==> config.mk <==
export PLATFORM = sky130hd
export DESIGN_NAME = scm_cfg_ctrl
export DESIGN_NICKNAME = d
export VERILOG_FILES = /design/src/logic/scm_pkg.sv /design/src/logic/scm_cfg_ctrl.sv /design/src/logic/scm_skid_buf.sv
export SDC_FILE = /design/constraint.sdc
export NUM_CORES = 1
export LEC_CHECK = 0
export BUFFER_PORTS_ARGS = -buffer_cell sky130_fd_sc_hd__buf_2
export CAP_MARGIN = 40
export CORE_MARGIN = 4
export CORE_UTILIZATION = 53
export CTS_CLUSTER_SIZE = 20
export DETAILED_ROUTE_END_ITERATION = 16
export MAX_ROUTING_LAYER = met4
export PLACE_DENSITY_LB_ADDON = 0.25
export SETUP_SLACK_MARGIN = 0.15
export SLEW_MARGIN = 0
export SYNTH_ARGS = -nofsm -noshare
export SYNTH_HDL_FRONTEND = slang
export SYNTH_HIERARCHICAL = 1
export SYNTH_SLANG_ARGS = --single-unit
==> constraint.sdc <==
create_clock -name I_CLK -period 3.4 [get_ports I_CLK]
set_clock_uncertainty 0.05 [all_clocks]
set_input_delay 0.34 -clock I_CLK [delete_from_list [all_inputs] [get_ports I_CLK]]
set_output_delay 0.34 -clock I_CLK [all_outputs]
set_load 0.03 [all_outputs]
==> src/logic/scm_pkg.sv <==
// Purpose: constants for the configuration and mode controller
// Assumes: 125 MHz system clock
// Notes:   scheme codes are sampled from strap pins
`default_nettype none
package scm_pkg;
    localparam int          CLK_PERIOD_NS   = 8;
    localparam int          RECONF_LIMIT_MS = 100;
    localparam int          RECONF_LIMIT_CYC = RECONF_LIMIT_MS * 1_000_000 / CLK_PERIOD_NS;
    localparam int          CFG_WORDS_DEF   = 16;
    localparam int          INIT_RST_CYC    = 4;
    localparam int          DRAIN_DIV       = 2;
    localparam int          DATA_W_DEF      = 8;
    localparam logic [1:0]  SCHEME_MEMDEV   = 2'h0;
    localparam logic [1:0]  PASSIVE_SERIAL_SCHEME       = 2'h1;
    localparam logic [1:0]  PASSIVE_SERIAL_ASYNC_SCHEME = 2'h2;
    localparam logic [1:0]  SCHEME_RST      = 2'h0;
    typedef enum logic [2:0] {ST_WAIT, ST_LOAD, ST_INIT_RST, ST_INIT_IOEN, ST_USER} scm_state_t;
endpackage
`default_nettype wire

==> src/logic/scm_cfg_ctrl.sv <==
// Purpose: power-up, configuration load, initialization and user mode sequencing
// Assumes: configuration words arrive on the system clock with valid/ready
// Notes:   pins (reconfigure, chain enable, scheme) pass two flip-flops first
//
// Function
// - volatile storage: full data load needed after every power-up before operating.
// - user I/O stays tri-stated at power-up, before and during configuration.
// - after load, initialization resets registers, enables I/O, then runs.
// - configuration plus initialization is command mode; user mode follows initialization.
// - reconfigure pin forces command mode; new load, reinit, back to user.
// - whole reconfiguration finishes in under 100 ms; an overrun is only flagged on O_RECONF_LATE, not prevented.
// - exactly one of three configuration schemes is used per load.
// - devices chain; chain output of one enables the next device's load.
`timescale 1ns/100ps
`default_nettype none
module scm_cfg_ctrl import scm_pkg::*; #(
    parameter int DATA_W           = DATA_W_DEF,
    parameter int CFG_WORDS        = CFG_WORDS_DEF,
    parameter int RECONF_LIMIT     = RECONF_LIMIT_CYC
) (
    input  wire logic              I_CLK,
    input  wire logic              I_RESET_N,
    input  wire logic              I_RECONFIG_N,
    input  wire logic              I_CHAIN_ENABLE_IN_N,
    input  wire logic [1:0]        I_SCHEME,
    input  wire logic              I_DATA_VALID,
    input  wire logic [DATA_W-1:0] I_DATA,
    output logic                   O_DATA_READY,
    output logic                   O_COMMAND_MODE,
    output logic                   O_USER_MODE,
    output logic                   O_REG_RESET,
    output logic                   O_IO_OE,
    output logic                   O_CFG_DONE,
    output logic                   O_CHAIN_ENABLE_OUT_N,
    output logic                   O_RECONF_LATE
);
    scm_state_t       st_r, st_nxt;
    logic             rcf_s1_r, rcf_s2_r, ce_s1_r, ce_s2_r;
    logic [1:0]       sch_s1_r, sch_s2_r, scheme_r, scheme_nxt;
    logic [15:0]      wcnt_r, wcnt_nxt;
    logic [3:0]       icnt_r, icnt_nxt;
    logic [23:0]      tmr_r, tmr_nxt;
    logic             busy_r, busy_nxt, late_nxt;
    logic [3:0]       div_r, div_nxt;
    logic             cmd_nxt, usr_nxt, rrst_nxt, ioe_nxt, done_nxt, ceo_n_nxt;
    logic             reconf_act, ce_act, scheme_ok, drain_en, take, last_word;
    logic             buf_valid, buf_ready;
    logic [DATA_W-1:0] buf_data;

    function automatic logic scheme_valid(input logic [1:0] s);
        scheme_valid = (s == SCHEME_MEMDEV) || (s == PASSIVE_SERIAL_SCHEME) || (s == PASSIVE_SERIAL_ASYNC_SCHEME);
    endfunction

    // pin synchronisers; only the second stage is read
    always_ff @(posedge I_CLK) begin
        rcf_s1_r <= I_RECONFIG_N;
        rcf_s2_r <= rcf_s1_r;
        ce_s1_r  <= I_CHAIN_ENABLE_IN_N;
        ce_s2_r  <= ce_s1_r;
        sch_s1_r <= I_SCHEME;
        sch_s2_r <= sch_s1_r;
    end

    assign reconf_act = I_RESET_N && !rcf_s2_r;
    assign ce_act     = !ce_s2_r;
    assign scheme_ok  = scheme_valid(sch_s2_r);
    assign drain_en   = (div_r == 4'(DRAIN_DIV - 1));
    // words drain at a divided rate so the source really sees back-pressure
    assign buf_ready  = (st_r == ST_LOAD) && ce_act && drain_en && !reconf_act;
    assign take       = buf_ready && buf_valid;
    assign last_word  = (wcnt_r == 16'(CFG_WORDS - 1));

    scm_skid_buf #(.W(DATA_W)) u_buf (
        .i_clk       (I_CLK),
        .i_reset_n   (I_RESET_N),
        .i_flush     (reconf_act),
        .i_in_valid  (I_DATA_VALID),
        .i_in_data   (I_DATA),
        .o_in_ready  (O_DATA_READY),
        .o_out_valid (buf_valid),
        .o_out_data  (buf_data),
        .i_out_ready (buf_ready)
    );

    always_comb begin
        st_nxt     = st_r;
        wcnt_nxt   = wcnt_r;
        icnt_nxt   = icnt_r;
        scheme_nxt = scheme_r;
        div_nxt    = drain_en ? 4'h0 : 4'(div_r + 4'h1);
        if (reconf_act) begin
            st_nxt   = ST_WAIT;
            wcnt_nxt = 16'h0;
        end else begin
            case (st_r)
                ST_WAIT: begin
                    if (ce_act && scheme_ok) begin
                        st_nxt     = ST_LOAD;
                        scheme_nxt = sch_s2_r;
                        wcnt_nxt   = 16'h0;
                    end
                end
                ST_LOAD: begin
                    if (take && last_word) begin
                        st_nxt   = ST_INIT_RST;
                        icnt_nxt = 4'h0;
                    end else if (take) begin
                        wcnt_nxt = 16'(wcnt_r + 16'h1);
                    end
                end
                ST_INIT_RST: begin
                    icnt_nxt = 4'(icnt_r + 4'h1);
                    if (icnt_r == 4'(INIT_RST_CYC - 1)) begin
                        st_nxt = ST_INIT_IOEN;
                    end
                end
                ST_INIT_IOEN: st_nxt = ST_USER;
                default: st_nxt = ST_USER;
            endcase
        end
        cmd_nxt   = (st_nxt != ST_USER);
        usr_nxt   = (st_nxt == ST_USER);
        rrst_nxt  = (st_nxt == ST_INIT_RST);
        ioe_nxt   = (st_nxt == ST_INIT_IOEN) || (st_nxt == ST_USER);
        done_nxt  = (st_nxt == ST_INIT_RST) || ioe_nxt;
        ceo_n_nxt = !(done_nxt && ce_act);
    end

    // reconfiguration watchdog: flags a sequence that overruns its limit
    always_comb begin
        busy_nxt = busy_r;
        tmr_nxt  = tmr_r;
        late_nxt = O_RECONF_LATE;
        if (reconf_act && (st_r != ST_WAIT || !busy_r)) begin
            busy_nxt = 1'b1;
            tmr_nxt  = 24'h0;
            // an overrun landing on the restart edge still wins
            late_nxt = busy_r && (tmr_r == 24'(RECONF_LIMIT - 1));
        end else if (busy_r && st_nxt == ST_USER) begin
            busy_nxt = 1'b0;
        end else if (busy_r) begin
            tmr_nxt = 24'(tmr_r + 24'h1);
            if (tmr_r == 24'(RECONF_LIMIT - 1)) begin
                late_nxt = 1'b1;
            end
        end
    end

    always_ff @(posedge I_CLK) begin
        if (!I_RESET_N) begin
            st_r                 <= ST_WAIT;
            wcnt_r               <= 16'h0;
            icnt_r               <= 4'h0;
            scheme_r             <= SCHEME_RST;
            div_r                <= 4'h0;
            busy_r               <= 1'b0;
            tmr_r                <= 24'h0;
            O_RECONF_LATE        <= 1'b0;
            O_COMMAND_MODE       <= 1'b1;
            O_USER_MODE          <= 1'b0;
            O_REG_RESET          <= 1'b0;
            O_IO_OE              <= 1'b0;
            O_CFG_DONE           <= 1'b0;
            O_CHAIN_ENABLE_OUT_N <= 1'b1;
        end else begin
            st_r                 <= st_nxt;
            wcnt_r               <= wcnt_nxt;
            icnt_r               <= icnt_nxt;
            scheme_r             <= scheme_nxt;
            div_r                <= div_nxt;
            busy_r               <= busy_nxt;
            tmr_r                <= tmr_nxt;
            O_RECONF_LATE        <= late_nxt;
            O_COMMAND_MODE       <= cmd_nxt;
            O_USER_MODE          <= usr_nxt;
            O_REG_RESET          <= rrst_nxt;
            O_IO_OE              <= ioe_nxt;
            O_CFG_DONE           <= done_nxt;
            O_CHAIN_ENABLE_OUT_N <= ceo_n_nxt;
        end
    end
endmodule
`default_nettype wire

==> src/logic/scm_skid_buf.sv <==
// Purpose: two-entry buffer between configuration source and loader
// Assumes: both sides on one clock
// Notes:   ready is registered from the next count, so a full buffer refuses until a word leaves
`timescale 1ns/100ps
`default_nettype none
module scm_skid_buf #(
    parameter int W = 8
) (
    input  wire logic         i_clk,
    input  wire logic         i_reset_n,
    input  wire logic         i_flush,
    input  wire logic         i_in_valid,
    input  wire logic [W-1:0] i_in_data,
    output logic              o_in_ready,
    output logic              o_out_valid,
    output logic [W-1:0]      o_out_data,
    input  wire logic         i_out_ready
);
    logic [W-1:0] mem_r [2];
    logic [W-1:0] mem_nxt [2];
    logic         wp_r, wp_nxt, rp_r, rp_nxt;
    logic [1:0]   cnt_r, cnt_nxt;
    logic         rdy_r, rdy_nxt;
    logic         push, pop;

    always_comb begin
        push    = i_in_valid && rdy_r;
        pop     = (cnt_r != 2'h0) && i_out_ready;
        mem_nxt = mem_r;
        wp_nxt  = wp_r;
        rp_nxt  = rp_r;
        cnt_nxt = cnt_r;
        if (push) begin
            mem_nxt[wp_r] = i_in_data;
            wp_nxt        = ~wp_r;
        end
        if (pop) begin
            rp_nxt = ~rp_r;
        end
        cnt_nxt = 2'(cnt_r + {1'b0, push} - {1'b0, pop});
        if (i_flush) begin
            wp_nxt  = 1'b0;
            rp_nxt  = 1'b0;
            cnt_nxt = 2'h0;
        end
        rdy_nxt = (cnt_nxt != 2'h2);
    end

    always_ff @(posedge i_clk) begin
        if (!i_reset_n) begin
            wp_r  <= 1'b0;
            rp_r  <= 1'b0;
            cnt_r <= 2'h0;
            rdy_r <= 1'b0;
        end else begin
            wp_r  <= wp_nxt;
            rp_r  <= rp_nxt;
            cnt_r <= cnt_nxt;
            rdy_r <= rdy_nxt;
        end
        mem_r <= mem_nxt;
    end

    assign o_in_ready  = rdy_r;
    assign o_out_valid = (cnt_r != 2'h0);
    assign o_out_data  = mem_r[rp_r];
endmodule
`default_nettype wire

# ---- After elaboration in Yosys (flattened, before gate mapping)
# Index checks and enable logic that the tools add are counted.
dict set report op_classes {
  n_shift 0
  eq_ne 18
  bitwise_logic 3
  muxes 18
  reduce_logical 38
  order_cmp 0
  mul 0
  add_sub_neg 6
  div_mod_pow 0
}
# operator n
set op_table {}
lappend op_table {{$mux W16} 3}
lappend op_table {{$pmux W16 S2} 1}
lappend op_table {{$add A24 B1 Y24 const B} 1}
lappend op_table {{$eq A24 B24 Y1 const B} 1}
lappend op_table {{$add A16 B1 Y16 const B} 1}
lappend op_table {{$eq A16 B4 Y1 const B} 1}
lappend op_table {{$logic_and A1 B1 Y1} 12}
lappend op_table {{$mux W3} 4}
lappend op_table {{$reduce_bool A2 Y1} 6}
lappend op_table {{$ne A2 B2 Y1 const B} 5}
lappend op_table {{$eq A3 B2 Y1 const B} 3}
lappend op_table {{$pmux W3 S3} 1}
lappend op_table {{$add A4 B1 Y4 const B} 2}
lappend op_table {{$pmux W4 S2} 1}
lappend op_table {{$mux W1} 6}
lappend op_table {{$reduce_and A3 Y1} 2}
lappend op_table {{$reduce_or A2 Y1} 3}
lappend op_table {{$logic_not A1 Y1} 5}
lappend op_table {{$logic_or A1 B1 Y1} 5}
lappend op_table {{$eq A4 B1 Y1 const B} 1}
lappend op_table {{$eq A4 B2 Y1 const B} 1}
lappend op_table {{$mux W4} 1}
lappend op_table {{$reduce_and A4 Y1} 1}
lappend op_table {{$eq A3 B1 Y1 const B} 1}
lappend op_table {{13 further kinds} 15}
dict set report word_totals {
  ram_bits 0
  mem_bits_ro 0
  n_memories 0
  latchBits 0
  in_bits 15
  output_inout_bits 8
  word_cells 104
  ff_bits 70
}

# ---- Logic depth before layout (Yosys ltp)
dict set report logic_depth {
  depth_word 14
  mapped_depth 11
}

# ---- Modules after synthesis
# The synthesis kept the hierarchy.
# module instances area_each_um2 seq_area_each_um2 cells_each
set by_module_without_submodules {}
lappend by_module_without_submodules {scm_cfg_ctrl 1 2832.7 1341.3 319}
lappend by_module_without_submodules {scm_skid_buf 1 802.0 580.6 49}

# ---- Least setup slack after synthesis
# OpenSTA, ideal clock, no wires.
dict set report synth_timing {
  kind {flip-flop to flip-flop}
  startpoint {reg div_r[0]}
  endpoint {reg u_buf.rdy_r (netlist: u_buf/o_in_ready)}
  path_stages_with_launch 11
  n_path_buf 0
  path_slack_ns 1.040
  t_arrival_ns 2.191
  synth_period_minus_slack_ns 2.360
  setup_time_ns 0.120
  path_cell_list {dfxtp_1 -> ha_1 -> or3b_1 -> nor4_1 -> o21a_2 -> ha_1 -> inv_1 -> ha_1 -> xor2_1 -> xnor2_1 -> o31a_1}
}
dict set report synth_via {
  elab_chain_cells 7
}
# item line_no
set synth_rtl {}
lappend synth_rtl {{from (decl)} scm_cfg_ctrl.sv:44} ;# logic [3:0] div_r, div_nxt;
lappend synth_rtl {{from (signal assigned)} scm_cfg_ctrl.sv:170} ;# div_r <= div_nxt;
lappend synth_rtl {{$eq A4 B1 Y1} scm_cfg_ctrl.sv:67} ;# assign drain_en = (div_r == 4'(DRAIN_DIV - 1));
lappend synth_rtl {{$logic_and A1 B1 Y1 (2 in series)} scm_cfg_ctrl.sv:69} ;# assign buf_ready = (st_r == ST_LOAD) && ce_act && drain_en && !reconf_act;
lappend synth_rtl {{via buf_ready} scm_cfg_ctrl.sv:47} ;# logic buf_valid, buf_ready;
lappend synth_rtl {{$logic_and A1 B1 Y1} scm_skid_buf.sv:28} ;# pop = (cnt_r != 2'h0) && i_out_ready;
lappend synth_rtl {{via u_buf.pop} scm_skid_buf.sv:24} ;# logic push, pop;
lappend synth_rtl {{$sub A2 B1 Y2} scm_skid_buf.sv:40} ;# cnt_nxt = 2'(cnt_r + {1'b0, push} - {1'b0, pop});
lappend synth_rtl {{$mux W2} scm_skid_buf.sv:41} ;# if (i_flush) begin
lappend synth_rtl {{$ne A2 B2 Y1} scm_skid_buf.sv:46} ;# rdy_nxt = (cnt_nxt != 2'h2);
lappend synth_rtl {{to (signal assigned)} scm_skid_buf.sv:59} ;# rdy_r <= rdy_nxt;
lappend synth_rtl {{to (decl)} scm_skid_buf.sv:23} ;# logic rdy_r, rdy_nxt;
# The timed path passes the listed nets, and every way through them passes these cells.
# A chain may end at the register's enable or synchronous reset.

# ---- Worst setup path in the final report
dict set report layout_timing {
  startpoint {reg div_r[0]}
  endpoint {reg wcnt_r[8]}
}
dict set report layout_via {
  elab_chain_cells 7
}
# item line_no
set layout_rtl {}
lappend layout_rtl {{$eq A4 B1 Y1 *} scm_cfg_ctrl.sv:67}
lappend layout_rtl {{$logic_and A1 B1 Y1 * (2 in series)} scm_cfg_ctrl.sv:69}
lappend layout_rtl {{$logic_and A1 B1 Y1 *} scm_cfg_ctrl.sv:70} ;# assign take = buf_ready && buf_valid;
lappend layout_rtl {{$logic_and A1 B1 Y1} scm_cfg_ctrl.sv:104} ;# if (take && last_word) begin
lappend layout_rtl {{$ne A2 B2 Y1 (no source line)} -}
lappend layout_rtl {{$reduce_and A4 Y1 (no source line) *} -}
lappend layout_rtl {{to (signal assigned)} scm_cfg_ctrl.sv:167} ;# wcnt_r <= wcnt_nxt;
lappend layout_rtl {{to (decl)} scm_cfg_ctrl.sv:40} ;# logic [15:0] wcnt_r, wcnt_nxt;
# Every way passes the cells marked *; elsewhere a longest branch is shown, timed or not.

==> impl_metrics.py <==
metrics = {
    "sta": {
        "period_share_pct": 75.6,
        "rsz0062_at_grt": "no",
        "slew_viol_final": 0,
        "setup_viol": 0,
        "finalHoldViolCount": 0,
        "min_period_ps": 2570,
        "maxSlewHeadroom_pct": 44.2,
        "worst_pin_slew_ps": 836,
        "setup_slack_ps": 831,
        "fmax_mhz": 389,
        "tns_ps": 0,
    },
    "final_layout": {
        "num_antenna_cells": 0,
        "multi_input_area_sq_mm": 0.00148,
        "final_cell_mix": "70 x dfxtp_1, 35 x nor2_1, 24 x a21oi_1",
        "seq_area_sq_mm": 0.00140,
        "utilization_pct": 60.7,
        "fin_cells": 430,
        "drive_gt1_share_pct": 9.78,
        "final_nets": 375,
        "syn2layout_area_growth_pct": 11.4,
        "layout_commonest_cell": "dfxtp_1",
        "nFillCells": 503,
    },
    "placement": {
        "io_buffers": 14,
        "post-dp-hpwl_microns": 3680,
        "gp_congestion": 0.774,
        "pre_cts_slack_ps": 842,
        "placed_cells": 414,
    },
    "yosys": {
        "netlist_area_sq_mm": 0.00298,
        "synth.net_count": 357,
        "synth_cells": 335,
        "yosysWarnings": 6,
        "syn_area_per_cell_sq_um": 8.91,
    },
    "grt": {
        "track_usage_pct": 16.8,
        "grt_pass1_wl_microns": 9420,
        "antenna_found_initial": 0,
        "grt_pass1_vias": 2175,
        "grt-ovfl-total": 0,
        "grt_max_degree": 33,
    },
    "cts": {
        "tritoncts": "built",
        "ctsHoldBuffers": 0,
        "clockBufferDepth": 2,
        "htreeDepth": 3,
        "cts-root-buf": "clkbuf_8",
        "clk_pin_slew_ps": 70,
        "clkLatencyLatePin_ps": 340,
        "post-cts-setup-buffers": 0,
        "ctsResizeCount": 0,
        "cts_buffers": 9,
        "cts_sinks": 70,
    },
    "routing": {
        "routed-via-count": 2355,
        "drt_iter0_drc": 135,
        "viasPerCell": 5.48,
        "ant_nets": 0,
        "drcViolationCount": 0,
        "wirelength_microns": 5430,
        "wl_per_cell_microns": 12.6,
        "dr.pass1.iters": 4,
    },
    "critical_path": {
        "crit_path_max_incr_delay_ps": 520,
        "cp.required_ps": 3600,
        "crit_path_max_fanout": 32,
        "cp-end-kind": "register",
        "cp_top_family": "simple AND/OR/NAND/NOR gates",
        "cp_cell_sequence": "ha_1 > or3b_1 > nor4_4 > mux2_4 > or4_1 > a21oi_1",
        "cp_data_arrival_time_ps": 2770,
        "critPathBufInv": 0,
        "path_class": "register to register",
        "crit_path_start_kind": "register",
        "cp_slowest_cell": "or4_1",
    },
    "floorplan": {
        "fp.dieW_microns": 83.0,
        "die_height_microns": 83.0,
        "coreArea_sq_mm": 0.00547,
        "rows": 27,
        "initial_core_util_pct": 54.5,
        "ios": 23,
        "die-area_sq_mm": 0.00689,
    },
    "power": {
        "power_leakage_nw": 1.20,
        "ir_drop_uv": 267,
        "power_density_mw_per_mm2": 492,
    },
    "status": {
        "outcome": "complete, no violations",
    },
    "run": {
        "cap_violations": 0,
    },
    "min_path": {
        "hold_class": "input port to register",
    },
}
where the power goes:
part	internal, W	switching (W)
sequential	0.000834	0.0000106
combinational	0.0000209	0.0000415
clock	0.000431	0.000295
worst reg2reg max path, stage by stage, from the launching register on:
cell     delay (ps)
dfxtp_1         380
ha_1            160
or3b_1          440
nor4_4          310
mux2_4          450
or4_1           530
a21oi_1         160
metrics by stage:
| step | hold slack [ps] | power, W | area, sq um |
|---|---|---|---|
| finish | 47.9 | 0.00163 | 3320 |
| global route | 35.6 | 0.00169 | 3320 |
| CTS | 29.4 | 0.00165 | 3320 |
| detailed placement | 265 | 0.000927 | 3110 |
| global placement | 261 | 0.000923 | 3110 |
| floorplan | 260 | 0.000912 | 2980 |
sequential cells by signal (all words and copies together), names as in the netlist, 2 cells and up:
signal and cells:
sch_s1_r 2, u_buf/cnt_r 2, tmr_r 24, wcnt_r 16
icnt_r 4, div_r 4, st_r 3, sch_s2_r 2
routing by layer:
metal | up-vias | part of all wire, % | GRT usage [%]
met5 | - | 0 | -
met1 | 1097 | 47 | 19.2
met2 | 32 | 49 | 27.8
met3 | 7 | 3.2 | 5.16
met4 | 0 | 1.1 | 6.24
li1 | 1219 | - | -
final timing paths:
path	start	to	slack, ps	cells past startpoint
worst max register to register	div_r[0]	wcnt_r[8]	830	6
worst min register to register	sch_s1_r[1]	sch_s2_r[1]	280	0
worst min-delay path	I_SCHEME[1]	sch_s1_r[1]	50	1
worst max-delay path	div_r[0]	wcnt_r[8]	830	6
final cells by class:
type,count,area share (%)
clock buffer,12,4.37
inverter,15,1.69
tap,72,2.71
clock inverter,4,2.11
multi-input combinational,241,44.4
sequential,70,42.2
timing repair buffer,16,2.56
No activity file was read; power rests on OpenSTA's default activity.
